===== config.mk =====
export PLATFORM = sky130hd
export DESIGN_NAME = ftop_port
export DESIGN_NICKNAME = d
export VERILOG_FILES = /design/src/inc/ftop_pkg.sv /design/src/ftop_port.sv /design/src/ftop_mem.sv /design/src/ftop_buf.sv
export VERILOG_INCLUDE_DIRS = /design/src /design/src/inc
export SDC_FILE = /design/constraint.sdc
export NUM_CORES = 1
export LEC_CHECK = 0
export BUFFER_PORTS_ARGS = -buffer_cell sky130_fd_sc_hd__buf_2
export CAP_MARGIN = 20
export CORE_ASPECT_RATIO = 0.5
export CORE_UTILIZATION = 56
export CTS_CLUSTER_SIZE = 16
export DETAILED_ROUTE_END_ITERATION = 10
export PLACE_DENSITY = 0.73
export SLEW_MARGIN = 10
export SYNTH_ARGS = -nofsm -noshare
export SYNTH_HDL_FRONTEND = slang
export SYNTH_SLANG_ARGS = --single-unit

===== constraint.sdc =====
create_clock -name pclk -period 4.7 [get_ports pclk]
set_input_delay 0.235 -clock pclk [delete_from_list [all_inputs] [get_ports pclk]]
set_output_delay 0.235 -clock pclk [all_outputs]
set_load 0.01 [all_outputs]

===== src/inc/ftop_consts.svh =====
// register indices, field positions and reset values of the fifo tagged output port
`ifndef FTOP_CONSTS_SVH
`define FTOP_CONSTS_SVH

// register indices; byte address is four times the index
`define FTOP_IDX_TAG        8'h78
`define FTOP_IDX_W0_LOW     8'h79
`define FTOP_IDX_W0_HIGH    8'h7A
`define FTOP_IDX_W1_LOW     8'h7B
`define FTOP_IDX_W1_HIGH    8'h7C
`define FTOP_IDX_W2_LOW     8'h7D
`define FTOP_IDX_W2_HIGH    8'h7E
`define FTOP_IDX_CTRL       8'h40
`define FTOP_IDX_STAT       8'h41

// control fields
`define FTOP_CTRL_ACCEPT    0
`define FTOP_CTRL_FLUSH     1
`define FTOP_CTRL_CLR_BAD   2
`define FTOP_CTRL_RESET     1'b1

// status fields
`define FTOP_STAT_VALID     0
`define FTOP_STAT_BAD       1
`define FTOP_STAT_LEVEL     8

// tag fields
`define FTOP_TAG_SRC_LSB    3
`define FTOP_TAG_SLOT_LSB   1
`define FTOP_TAG_PARITY     0

// bus timing: wait cycles before pready
`define FTOP_WAIT_CYCLES    1

`endif


===== src/inc/ftop_pkg.sv =====
// types shared by the fifo tagged output port
`default_nettype none

package ftop_pkg;

    // sample source codes
    typedef enum logic [4:0] {
        SRC_GYRO_NC       = 5'h01,
        SRC_ACC_NC        = 5'h02,
        SRC_TEMP          = 5'h03,
        SRC_TIMESTAMP     = 5'h04,
        SRC_CFG_CHANGE    = 5'h05,
        SRC_ACC_NC_T2     = 5'h06,
        SRC_ACC_NC_T1     = 5'h07,
        SRC_ACC_DOUBLE    = 5'h08,
        SRC_ACC_TRIPLE    = 5'h09,
        SRC_GYRO_NC_T2    = 5'h0A,
        SRC_GYRO_NC_T1    = 5'h0B,
        SRC_GYRO_DOUBLE   = 5'h0C,
        SRC_GYRO_TRIPLE   = 5'h0D,
        SRC_HUB_SLAVE0    = 5'h0E,
        SRC_HUB_SLAVE1    = 5'h0F,
        SRC_HUB_SLAVE2    = 5'h10,
        SRC_HUB_SLAVE3    = 5'h11,
        SRC_STEP_COUNTER  = 5'h12,
        SRC_HUB_NACK      = 5'h19
    } ftop_src_t;

    // 8-bit entry tag
    typedef struct packed {
        logic [4:0] source;
        logic [1:0] slot_counter;
        logic       parity;
    } ftop_tag_t;

    // sample offered by the write side
    typedef struct packed {
        logic [4:0]       source;
        logic [1:0]       slot_counter;
        logic [2:0][15:0] words;
    } ftop_sample_t;

    // stored fifo entry
    typedef struct packed {
        ftop_tag_t        tag;
        logic [2:0][15:0] words;
    } ftop_entry_t;

    // entry fetch states
    typedef enum logic [1:0] {
        FETCH_EMPTY = 2'b00,
        FETCH_WAIT  = 2'b01,
        FETCH_HOLD  = 2'b10
    } ftop_fetch_t;

endpackage

`default_nettype wire


===== src/ftop_port.sv =====
// fifo tagged output port: sample queue read entry by entry over apb
//
// How it works
// - a read-only 8-bit tag register holds source id in bits 7..3, slot counter in 2..1, parity in bit 0.
// - the source id names the sensor of the entry, codes 01h to 05h for the plain sources.
// - codes 06h..0Dh are compressed and delta variants, 0Eh..11h hub slaves, 12h step counter, 19h hub nack.
// - the two-bit slot counter of each tag carries the time slot the entry was captured in.
// - the least significant tag bit is a parity check over the tag content.
// - the first word reads as a low byte register and a high byte register.
// - the second word reads as a low byte register and a high byte register.
// - the third word reads as a low byte register and a high byte register.
`include "ftop_consts.svh"
`default_nettype none

module ftop_port
    import ftop_pkg::*;
#(
    parameter int DEPTH = 16,
    parameter int AW    = 12
) (
    // clock and reset
    input  wire logic          pclk,
    input  wire logic          presetn,
    // apb slave
    input  wire logic [AW-1:0] paddr,
    input  wire logic          psel,
    input  wire logic          penable,
    input  wire logic          pwrite,
    input  wire logic [31:0]   pwdata,
    output logic               pready,
    output logic [31:0]        prdata,
    output logic               pslverr,
    // sample input
    input  wire logic          in_valid,
    output logic               in_ready,
    input  wire ftop_sample_t  in_sample
);

    localparam int PW = $clog2(DEPTH);
    localparam int CW = PW + 1;
    localparam int EW = $bits(ftop_entry_t);
    localparam int SW = $bits(ftop_sample_t);

    // buffer outlet
    logic          buf_valid;
    logic          buf_ready;
    ftop_sample_t  buf_sample;

    // queue state
    logic [CW-1:0] wr_ptr_q;
    logic [CW-1:0] rd_ptr_q;
    logic [CW-1:0] level;
    logic          q_full;
    logic          q_empty;
    logic          q_push;
    logic          q_pop;
    ftop_entry_t   new_entry;
    ftop_entry_t   mem_rd_data;

    // current entry
    ftop_fetch_t   fetch_q;
    ftop_fetch_t   fetch_d;
    ftop_entry_t   cur_q;
    logic          cur_valid;
    logic [7:0]    cur_bytes [7];

    // control and status
    logic          accept_q;
    logic          bad_q;
    logic          code_ok;
    logic          flush;
    logic          clr_bad;

    // bus
    logic          acc;
    logic          done;
    logic [7:0]    idx;
    logic          addr_ok;
    logic          rd_hit;
    logic          wr_hit;
    logic [31:0]   rd_word;
    logic          pready_q;
    logic          last_byte;
    logic          ctrl_hit;
    logic          stat_hit;
    logic          ctrl_wr;
    logic [6:0]    data_hit;
    logic [7:0]    data_byte;
    logic [31:0]   stat_word;

    // known source codes
    function automatic logic src_known(input logic [4:0] code);
        logic ok;
        ok = 1'b0;
        case (code)
            SRC_GYRO_NC, SRC_ACC_NC, SRC_TEMP, SRC_TIMESTAMP, SRC_CFG_CHANGE: begin
                ok = 1'b1;
            end
            SRC_ACC_NC_T2, SRC_ACC_NC_T1, SRC_ACC_DOUBLE, SRC_ACC_TRIPLE,
            SRC_GYRO_NC_T2, SRC_GYRO_NC_T1, SRC_GYRO_DOUBLE, SRC_GYRO_TRIPLE,
            SRC_HUB_SLAVE0, SRC_HUB_SLAVE1, SRC_HUB_SLAVE2, SRC_HUB_SLAVE3,
            SRC_STEP_COUNTER, SRC_HUB_NACK: begin
                ok = 1'b1;
            end
            default: begin
                ok = 1'b0;
            end
        endcase
        return ok;
    endfunction

    // input staging buffer
    ftop_buf #(
        .W       (SW)
    ) u_buf (
        .clk     (pclk),
        .rst_n   (presetn),
        .s_valid (in_valid),
        .s_ready (in_ready),
        .s_data  (in_sample),
        .m_valid (buf_valid),
        .m_ready (buf_ready),
        .m_data  (buf_sample)
    );

    // build the stored entry with its tag
    assign code_ok                    = src_known(buf_sample.source);
    assign new_entry.tag.source       = buf_sample.source;
    assign new_entry.tag.slot_counter = buf_sample.slot_counter;
    assign new_entry.tag.parity       = ^{buf_sample.source, buf_sample.slot_counter};
    assign new_entry.words            = buf_sample.words;

    // queue bookkeeping
    assign level   = wr_ptr_q - rd_ptr_q;
    assign q_full  = (level == CW'(DEPTH));
    assign q_empty = (level == '0);

    // unknown codes are dropped, known ones wait for room
    assign buf_ready = accept_q & ~flush & (~code_ok | ~q_full);
    assign q_push    = buf_valid & buf_ready & code_ok;
    assign q_pop     = (fetch_q == FETCH_EMPTY) & ~q_empty & ~flush;

    ftop_mem #(
        .W       (EW),
        .DEPTH   (DEPTH),
        .AW      (PW)
    ) u_mem (
        .clk     (pclk),
        .rst_n   (presetn),
        .wr_en   (q_push),
        .wr_addr (wr_ptr_q[PW-1:0]),
        .wr_data (new_entry),
        .rd_en   (q_pop),
        .rd_addr (rd_ptr_q[PW-1:0]),
        .rd_data (mem_rd_data)
    );

    // write pointer
    always_ff @(posedge pclk or negedge presetn) begin
        if (!presetn) begin
            wr_ptr_q <= '0;
        end else if (flush) begin
            wr_ptr_q <= '0;
        end else if (q_push) begin
            wr_ptr_q <= wr_ptr_q + CW'(1);
        end
    end

    // read pointer
    always_ff @(posedge pclk or negedge presetn) begin
        if (!presetn) begin
            rd_ptr_q <= '0;
        end else if (flush) begin
            rd_ptr_q <= '0;
        end else if (q_pop) begin
            rd_ptr_q <= rd_ptr_q + CW'(1);
        end
    end

    // apb decode
    assign idx     = paddr[9:2];
    assign addr_ok = (paddr[1:0] == 2'b00) && (paddr[AW-1:10] == '0);
    assign acc     = psel & penable & ~pready_q;
    assign done    = psel & penable & pready_q;
    assign pready  = pready_q;

    // register hits
    assign ctrl_hit = addr_ok & (idx == `FTOP_IDX_CTRL);
    assign stat_hit = addr_ok & (idx == `FTOP_IDX_STAT);
    assign ctrl_wr  = done & pwrite & ctrl_hit;

    // one hit per entry byte register
    for (genvar b = 0; b < 7; b++) begin : g_hit
        assign data_hit[b] = addr_ok & (idx == (`FTOP_IDX_TAG + 8'(b)));
    end

    assign last_byte = done & ~pwrite & data_hit[6];
    assign flush     = ctrl_wr & pwdata[`FTOP_CTRL_FLUSH];
    assign clr_bad   = ctrl_wr & pwdata[`FTOP_CTRL_CLR_BAD];

    // fetch state machine
    always_comb begin
        fetch_d = fetch_q;
        case (fetch_q)
            FETCH_EMPTY: begin
                if (q_pop) begin
                    fetch_d = FETCH_WAIT;
                end
            end
            FETCH_WAIT: begin
                fetch_d = FETCH_HOLD;
            end
            FETCH_HOLD: begin
                if (last_byte) begin
                    fetch_d = FETCH_EMPTY;
                end
            end
            default: begin
                fetch_d = FETCH_EMPTY;
            end
        endcase
        if (flush) begin
            fetch_d = FETCH_EMPTY;
        end
    end

    always_ff @(posedge pclk or negedge presetn) begin
        if (!presetn) begin
            fetch_q <= FETCH_EMPTY;
        end else begin
            fetch_q <= fetch_d;
        end
    end

    // current entry capture
    always_ff @(posedge pclk or negedge presetn) begin
        if (!presetn) begin
            cur_q <= '0;
        end else if (flush) begin
            cur_q <= '0;
        end else if (fetch_q == FETCH_WAIT) begin
            cur_q <= mem_rd_data;
        end
    end

    assign cur_valid = (fetch_q == FETCH_HOLD);

    // byte view of the current entry
    assign cur_bytes[0] = cur_valid ? cur_q.tag : 8'h00;
    for (genvar w = 0; w < 3; w++) begin : g_word
        assign cur_bytes[2*w+1] = cur_valid ? cur_q.words[w][7:0] : 8'h00;
        assign cur_bytes[2*w+2] = cur_valid ? cur_q.words[w][15:8] : 8'h00;
    end

    // accept enable
    always_ff @(posedge pclk or negedge presetn) begin
        if (!presetn) begin
            accept_q <= `FTOP_CTRL_RESET;
        end else if (ctrl_wr) begin
            accept_q <= pwdata[`FTOP_CTRL_ACCEPT];
        end
    end

    // sticky unknown-code flag, set wins over clear
    always_ff @(posedge pclk or negedge presetn) begin
        if (!presetn) begin
            bad_q <= 1'b0;
        end else if (buf_valid && buf_ready && !code_ok) begin
            bad_q <= 1'b1;
        end else if (clr_bad) begin
            bad_q <= 1'b0;
        end
    end

    // entry byte picked by its hit
    always_comb begin
        data_byte = 8'h00;
        for (int i = 0; i < 7; i++) begin
            if (data_hit[i]) begin
                data_byte = data_byte | cur_bytes[i];
            end
        end
    end

    // status word
    always_comb begin
        stat_word                         = 32'h0000_0000;
        stat_word[`FTOP_STAT_VALID]       = cur_valid;
        stat_word[`FTOP_STAT_BAD]         = bad_q;
        stat_word[`FTOP_STAT_LEVEL +: CW] = level;
    end

    // read mux and access check
    always_comb begin
        rd_word = 32'h0000_0000;
        rd_hit  = 1'b0;
        wr_hit  = 1'b0;
        if (|data_hit) begin
            rd_hit  = 1'b1;
            rd_word = {24'h00_0000, data_byte};
        end else if (ctrl_hit) begin
            rd_hit  = 1'b1;
            wr_hit  = 1'b1;
            rd_word = 32'(accept_q);
        end else if (stat_hit) begin
            rd_hit  = 1'b1;
            rd_word = stat_word;
        end
    end

    // bus answer after one wait cycle
    always_ff @(posedge pclk or negedge presetn) begin
        if (!presetn) begin
            pready_q <= 1'b0;
        end else begin
            pready_q <= acc;
        end
    end

    // read data register
    always_ff @(posedge pclk or negedge presetn) begin
        if (!presetn) begin
            prdata <= 32'h0000_0000;
        end else if (acc) begin
            prdata <= pwrite ? 32'h0000_0000 : rd_word;
        end
    end

    // error response register
    always_ff @(posedge pclk or negedge presetn) begin
        if (!presetn) begin
            pslverr <= 1'b0;
        end else if (acc) begin
            pslverr <= pwrite ? ~wr_hit : ~rd_hit;
        end
    end

endmodule

`default_nettype wire


===== src/ftop_mem.sv =====
// entry storage with registered read data
`default_nettype none

module ftop_mem #(
    parameter int W     = 56,
    parameter int DEPTH = 16,
    parameter int AW    = 4
) (
    // clock and reset
    input  wire logic          clk,
    input  wire logic          rst_n,
    // write port
    input  wire logic          wr_en,
    input  wire logic [AW-1:0] wr_addr,
    input  wire logic [W-1:0]  wr_data,
    // read port
    input  wire logic          rd_en,
    input  wire logic [AW-1:0] rd_addr,
    output logic [W-1:0]       rd_data
);

    logic [W-1:0] mem_q [DEPTH];

    // storage array
    always_ff @(posedge clk) begin
        if (wr_en) begin
            mem_q[wr_addr] <= wr_data;
        end
    end

    // read register
    always_ff @(posedge clk or negedge rst_n) begin
        if (!rst_n) begin
            rd_data <= '0;
        end else if (rd_en) begin
            rd_data <= mem_q[rd_addr];
        end
    end

endmodule

`default_nettype wire


===== src/ftop_buf.sv =====
// two-entry buffer with valid and ready on both sides
`default_nettype none

module ftop_buf #(
    parameter int W = 8
) (
    // clock and reset
    input  wire logic         clk,
    input  wire logic         rst_n,
    // filling side
    input  wire logic         s_valid,
    output logic              s_ready,
    input  wire logic [W-1:0] s_data,
    // draining side
    output logic              m_valid,
    input  wire logic         m_ready,
    output logic [W-1:0]      m_data
);

    logic [1:0][W-1:0] slot_q;
    logic [1:0]        cnt_q;
    logic              wr_q;
    logic              rd_q;
    logic              push;
    logic              pop;

    assign s_ready = (cnt_q != 2'd2);
    assign m_valid = (cnt_q != 2'd0);
    assign m_data  = slot_q[rd_q];
    assign push    = s_valid & s_ready;
    assign pop     = m_valid & m_ready;

    // entry storage
    always_ff @(posedge clk or negedge rst_n) begin
        if (!rst_n) begin
            slot_q <= '0;
        end else if (push) begin
            slot_q[wr_q] <= s_data;
        end
    end

    // pointers and fill count
    always_ff @(posedge clk or negedge rst_n) begin
        if (!rst_n) begin
            wr_q  <= 1'b0;
            rd_q  <= 1'b0;
            cnt_q <= 2'd0;
        end else begin
            if (push) begin
                wr_q <= ~wr_q;
            end
            if (pop) begin
                rd_q <= ~rd_q;
            end
            if (push && !pop) begin
                cnt_q <= cnt_q + 2'd1;
            end else if (pop && !push) begin
                cnt_q <= cnt_q - 2'd1;
            end
        end
    end

endmodule

`default_nettype wire


Yosys cells after proc, flatten, opt, wreduce, memory -nomap -nowiden
Memories as Yosys holds them, arrays and structs flattened. A register that Yosys moved wholly into a read port is not among the register bits.
Cells that the tools add are included.

word-level totals
  register bits = 218
  memory bits (writable) = 896
  ROM bits = 32
  bits of input ports = 105
  output and inout port bits = 35
  word-level logic and storage cells = 154
  memories kept = 2

operators by class
  add/subtract/negate cells = 5
  order comparisons = 3
  eq/ne operators = 15
  muxes and demuxes = 45
  bitwise operators = 42
  reduce and logical (&&, ||, !) cells = 23

memories
  name             words  bits a word  rd ports  clocked after memory_dff  write ports  line             source
  u_mem.mem_q      16     56           1         1                         1            ftop_mem.sv:22   logic [W-1:0] mem_q [DEPTH];
  (no name shown)  32     1            1         0                         0            ftop_port.sv:95  case (code)

operators with widths
  cell                                                             number
  55-bit two-way mux                                               3
  56-bit two-way mux                                               2
  8-bit two-way mux                                                14
  110-bit bitwise mux                                              1
  8-bit by 7-bit == test with 1-bit output, second input constant  9
  55-bit demux with 1-bit select                                   1
  8-bit OR                                                         6
  13-bit two-way mux                                               3
  32-bit two-way mux                                               1
  1-bit bitwise AND                                                25
  5-bit two-way mux                                                4
  2-bit nonzero test                                               6
  5-bit by 1-bit adder with 5-bit output, second input constant    2
  1-bit two-way mux                                                10
  2-bit two-way mux                                                5
  1-bit inverter                                                   10
  7-bit OR reduction                                               1
  7-bit XOR reduction                                              1
  1-bit logical AND                                                6
  2-bit zero test                                                  3
  2-bit one-hot mux with 3 select lines                            1
  5-bit == test, second input constant                             1
  5-bit zero test                                                  1
  5-bit subtractor                                                 1
  12 further kinds                                                 16

Logic depth before layout (Yosys ltp)
  word-level depth = 18
  depth in mapped cells = 12

Cells and area by module
From an unflattened synthesis, not the netlist that was laid out.

second synthesis, totals
  cells, all modules = 2229
  area total of the unflattened synthesis = 45871.5 sq um

modules (own cells, without submodules)
  module     times used  cells each  area each (sq um)
  ftop_mem   1           1514        36049.6
  ftop_buf   1           310         5457.7
  ftop_port  1           405         4364.2

Least setup slack after synthesis
OpenSTA, ideal clock, no wires.

  path kind = register -> register
  from = reg rd_ptr_q[2]
  to = mem u_mem.mem_q[0][0] (enable)
  library setup time = 420 ps
  data arrival time = 4045 ps
  required time = 4280 ps
  setup slack = 235 ps
  stages on the path, launching flop included = 12
  path buffers = 3
  clock period less this slack = 4465 ps
  path through = dfrtp_1 > inv_2 > buf_4 > buf_1 > ha_1 > xor2_1 > and4_1 > or2_1 > a21o_1 > nor2_1 > buf_2 > and3_1

on the way
  word-level cells in the longest chain between the ends = 9

RTL lines
  element                                  line              source
  from (decl)                              ftop_port.sv:51   logic [CW-1:0] rd_ptr_q;
  from (signal assigned)                   ftop_port.sv:176  rd_ptr_q <= rd_ptr_q + CW'(1);
  5-bit subtractor                         ftop_port.sv:134  assign level = wr_ptr_q - rd_ptr_q;
  5-bit == test                            ftop_port.sv:135  assign q_full = (level == CW'(DEPTH));
  1-bit inverter                           ftop_port.sv:139  assign buf_ready = accept_q & ~flush & (~code_ok | ~q_full);
  1-bit OR                                 ftop_port.sv:139
  1-bit bitwise AND                        ftop_port.sv:139
  1-bit bitwise AND (2 in a row)           ftop_port.sv:140  assign q_push = buf_valid & buf_ready & code_ok;
  1-bit two-way mux                        ftop_mem.sv:26    if (wr_en) begin
  1-bit two-way mux (implied by the code)  ftop_mem.sv:27    mem_q[wr_addr] <= wr_data;
  to (decl)                                ftop_mem.sv:22

No other way between the ends.

==> metrics.txt <==
status finished, violations left; failing checks DRC; Final setup viols 0; top cells by area, synth edfxtp_1 (60%), mux4_2 (14%), dfrtp_1 (14%), mux2_2 (4.2%), mux2_1 (1.3%); DRT iter0 DRCs 2336; number of max-cap violations 0; Register Area 33300 um2; crit path to u_mem.mem_q[14][33]$_DFFE_PP_; Post-Synth Simple-Gate Area 1.41%; XOR/XNOR Fraction of Synth Area 0.323%; initial antenna violation count 0; number of warnings issued by yosys 0; Sw Ratio 28.5%; nets@finish 2404; #FFs+latches synth 1151; TritonCTS buffer count 95; post-synthesis sequential area ratio 74.0%; row cnt 73; crit path kind reg2reg; clk buf depth 3; clock slew at reported path FFs 70 ps; syn_area_per_cell 21.6 um2; Crit. End Element flip-flop; Initial Util 56.6%; internal power 21.9 mW; Clock Latency Late Sink 690 ps; layout cell share with drive strength beyond 1 32.7%; routed wire length 98400 um; WHS 48.1 ps; Boundary Pins 140; Yosys top cell area share 59.8%; CP required 5050 ps; Core Box Area 79500 um2; Worst Reg-to-Reg Cells 11; Synth Cell Area 45000 um2; PostCTS Resize Cnt 0; Clock Root Buffer clkbuf_16; post-synthesis mux area share 20.3%; post-CTS setup buffers 0; gr usage total 24.9%; Synth Area in Adders 0.406%; Clock Skews 27.1 ps; Worst VDD drop 0.519 mV; CTS tree built; Via density 6.33; ys flop type edfxtp_1; RSZ-0062 raised after global routing false; dpl cells 3174; layout filler cell count 5130; WP data arrival 4370 ps; vias in the first global route 22200; Hold Fails Final Rpt 0; Leakage 17.3 nW; Post-synth EDFFs 896; remaining antenna violation count 0; H-tree depth 3; Tot Pwr 30.7 mW; P_sw 8.74 mW; Non-Filler Instances 3416; fmax 249 MHz; Distinct cells, synth 54; main combinational cell family by area after synthesis multiplexers; footprint of the multi-input gates 11100 um2; Post-synth ARST share 22.2%; Post-DP Area 47000 um2; worst r2r dst u_mem.mem_q[14][33]$_DFFE_PP_; Avg WL per Cell 28.8 um; Post-Syn Instances 2083; Pins Over Slew Limit 0; combinational power share 28.2%; Final Cycle Share 85.6%; First-pass DRT Iterations 10; worst min path class in2reg; PortBufs 91; via count 21600; Crit Path Max Fanout 29; clk sinks 1151; leading area contributor after synthesis edfxtp_1; final instance area 50700 um2; reg2reg start u_buf.rd_q$_DFFE_PN0P_; compound-gate portion of the synthesized area 1.84%; die area 81600 um2; Flop pwr share 46.0%; largest net degree at the start of global routing 148; Post-route DRC 2; Die W 403 um; CP startpoint kind flip-flop; crit path from u_buf.rd_q$_DFFE_PN0P_; P per Cell Area 605 nW/um2; Antenna Diode Count 0; setup TNS 0 ps; Slew Limit Headroom 23.7%; total gr overflow 0; fin crit period 4020 ps; first-pass GRT wire length 147000 um; clock power share 25.8%; hpwl dp 53600 um; gpl congestion 0.851; Worst Tran Pin Value 1140 ps; Chip Height 202 um; setup slack, reg-to-reg 680 ps; Area Growth Syn to Fin 12.7%
[sequential cells by signal, indices dropped and copies added (netlist names)]
signal         count
accept_q           1
rd_ptr_q           5
cur_q             56
bad_q              1
pready             1
u_buf.rd_q         1
pslverr            1
u_buf.cnt_q        2
u_mem.mem_q      896
u_mem.rd_data     56
u_buf.slot_q     110
prdata            13
fetch_q            2
u_buf.wr_q         1
wr_ptr_q           5
[logic make-up (layout without fill, tap and decap cells)]
family                   after synthesis  in the layout
AO/OA/AOI/OAI                        109            109
AND/OR/NAND/NOR                      121            121
XOR/XNOR                              15             15
buffers and inverters                146            411
adder cells (fa/ha/maj)               14             14
other                                  1             19
multiplexers                         526            526
flip-flops                          1151           1151
[synth_stat cells (8+ instances only)]
cell type and instances:
and3_1 12, buf_4 24, dfrtp_1 254, o21ai_0 18, buf_2 24, nor2_1 21
edfxtp_1 896, a22o_1 57, o21ai_1 8, buf_6 16, mux4_2 287, mux2_1 52
ha_1 13, o211ai_1 10, mux2_2 168, nand2_1 38, mux2i_1 19, clkbuf_1 46
inv_1 16, nand3_1 9, buf_1 19
[layout make-up]
cell class              count  share of cell area (%)
clock inverters            37                   0.784
clock buffers             141                    5.27
well taps                1050                    2.59
inverters                  17                   0.131
repair buffers            216                    3.70
flip-flops and latches   1151                    65.7
multi-input cells         804                    21.9
[critical path: stages, from the launching register on]
cell and delay [ps]:
dfrtp_4 480, buf_4 370, mux2i_1 350, inv_1 290, ha_1 290, nand3_1 70, o211ai_1 320, a21o_1 300
nor2_1 120, buf_4 220, and3_4 510, buf_12 320
[through the flow]
stage	utilization (%)	setup WS (ps)
2_1_floorplan	-	235
3_3_place_gp	59.2	723
3_5_place_dp	59.2	743
4_1_cts	63.8	689
6_report	63.8	677
5_1_grt	63.8	534
[layer usage]
metal  GRT usage, %  part of all wire, %  up-vias
li1               -                    -     8918
met1           36.2                   42    11700
met2           39.9                   49      854
met3           3.78                  6.5      148
met4           6.97                  2.4        0
met5              0                    0        -
[how the worst min path moves through the flow]
| stage | from | endpoint | slack, ps | cells past startpoint |
|---|---|---|---|---|
| floorplan | presetn | bad_q$_DFFE_PN0P_ | -60 | 0 |
| global placement | presetn | u_buf.slot_q[38]$_DFFE_PN0P_ | 260 | 1 |
| detailed placement | presetn | u_buf.slot_q[93]$_DFFE_PN0P_ | 270 | 1 |
| CTS | penable | accept_q$_DFFE_PN1P_ | 4 | 4 |
| global route | penable | accept_q$_DFFE_PN1P_ | 70 | 4 |
| finish | penable | accept_q$_DFFE_PN1P_ | 50 | 4 |
[power by group through the flow]
stage | Clock (mW) | Combinational, mW | Sequential, mW
2_1_floorplan | 0 | 6.72 | 13.9
3_3_place_gp | 0 | 8.44 | 14.2
3_5_place_dp | 0 | 8.67 | 14.3
4_1_cts | 8.03 | 8.76 | 14.1
5_1_grt | 8.39 | 9.31 | 14.2
6_report | 7.92 | 8.65 | 14.1
[layout by cell type, fill, tap and decap left out, types with 3 or more instances in the layout]
cell type,synthesis,final
edfxtp_1,896,896
and2_4,0,4
dfrtp_1,254,250
mux2i_1,19,19
buf_4,24,36
a21oi_1,4,4
nand3_1,9,9
conb_1,1,19
a22o_1,57,57
dlygate4sd3_1,0,64
ha_1,13,13
nand2b_1,6,6
o21ai_0,18,18
o211ai_1,10,10
clkbuf_8,0,10
buf_2,24,90
clkbuf_16,0,96
bufinv_16,0,8
inv_1,16,16
nand2_1,38,37
nand4_1,3,3
clkbuf_1,46,35
mux2_1,52,52
buf_12,0,25
clkinv_1,0,10
nor2_1,21,18
nor2_4,0,3
clkinv_2,0,14
nor3_1,4,4
mux4_2,287,287
o21ai_1,8,8
inv_6,0,3
xnor2_1,7,7
dfrtp_4,0,4
xor2_1,7,7
and3_4,0,12
nor2b_1,6,6
mux2_2,168,168
[timing repair]
item,in CTS,in global routing
endpoints found under the setup margin,0,0
hold buffers,64,0
endpoints found under the hold margin,197,0
No activity file was read; power rests on OpenSTA's default activity.
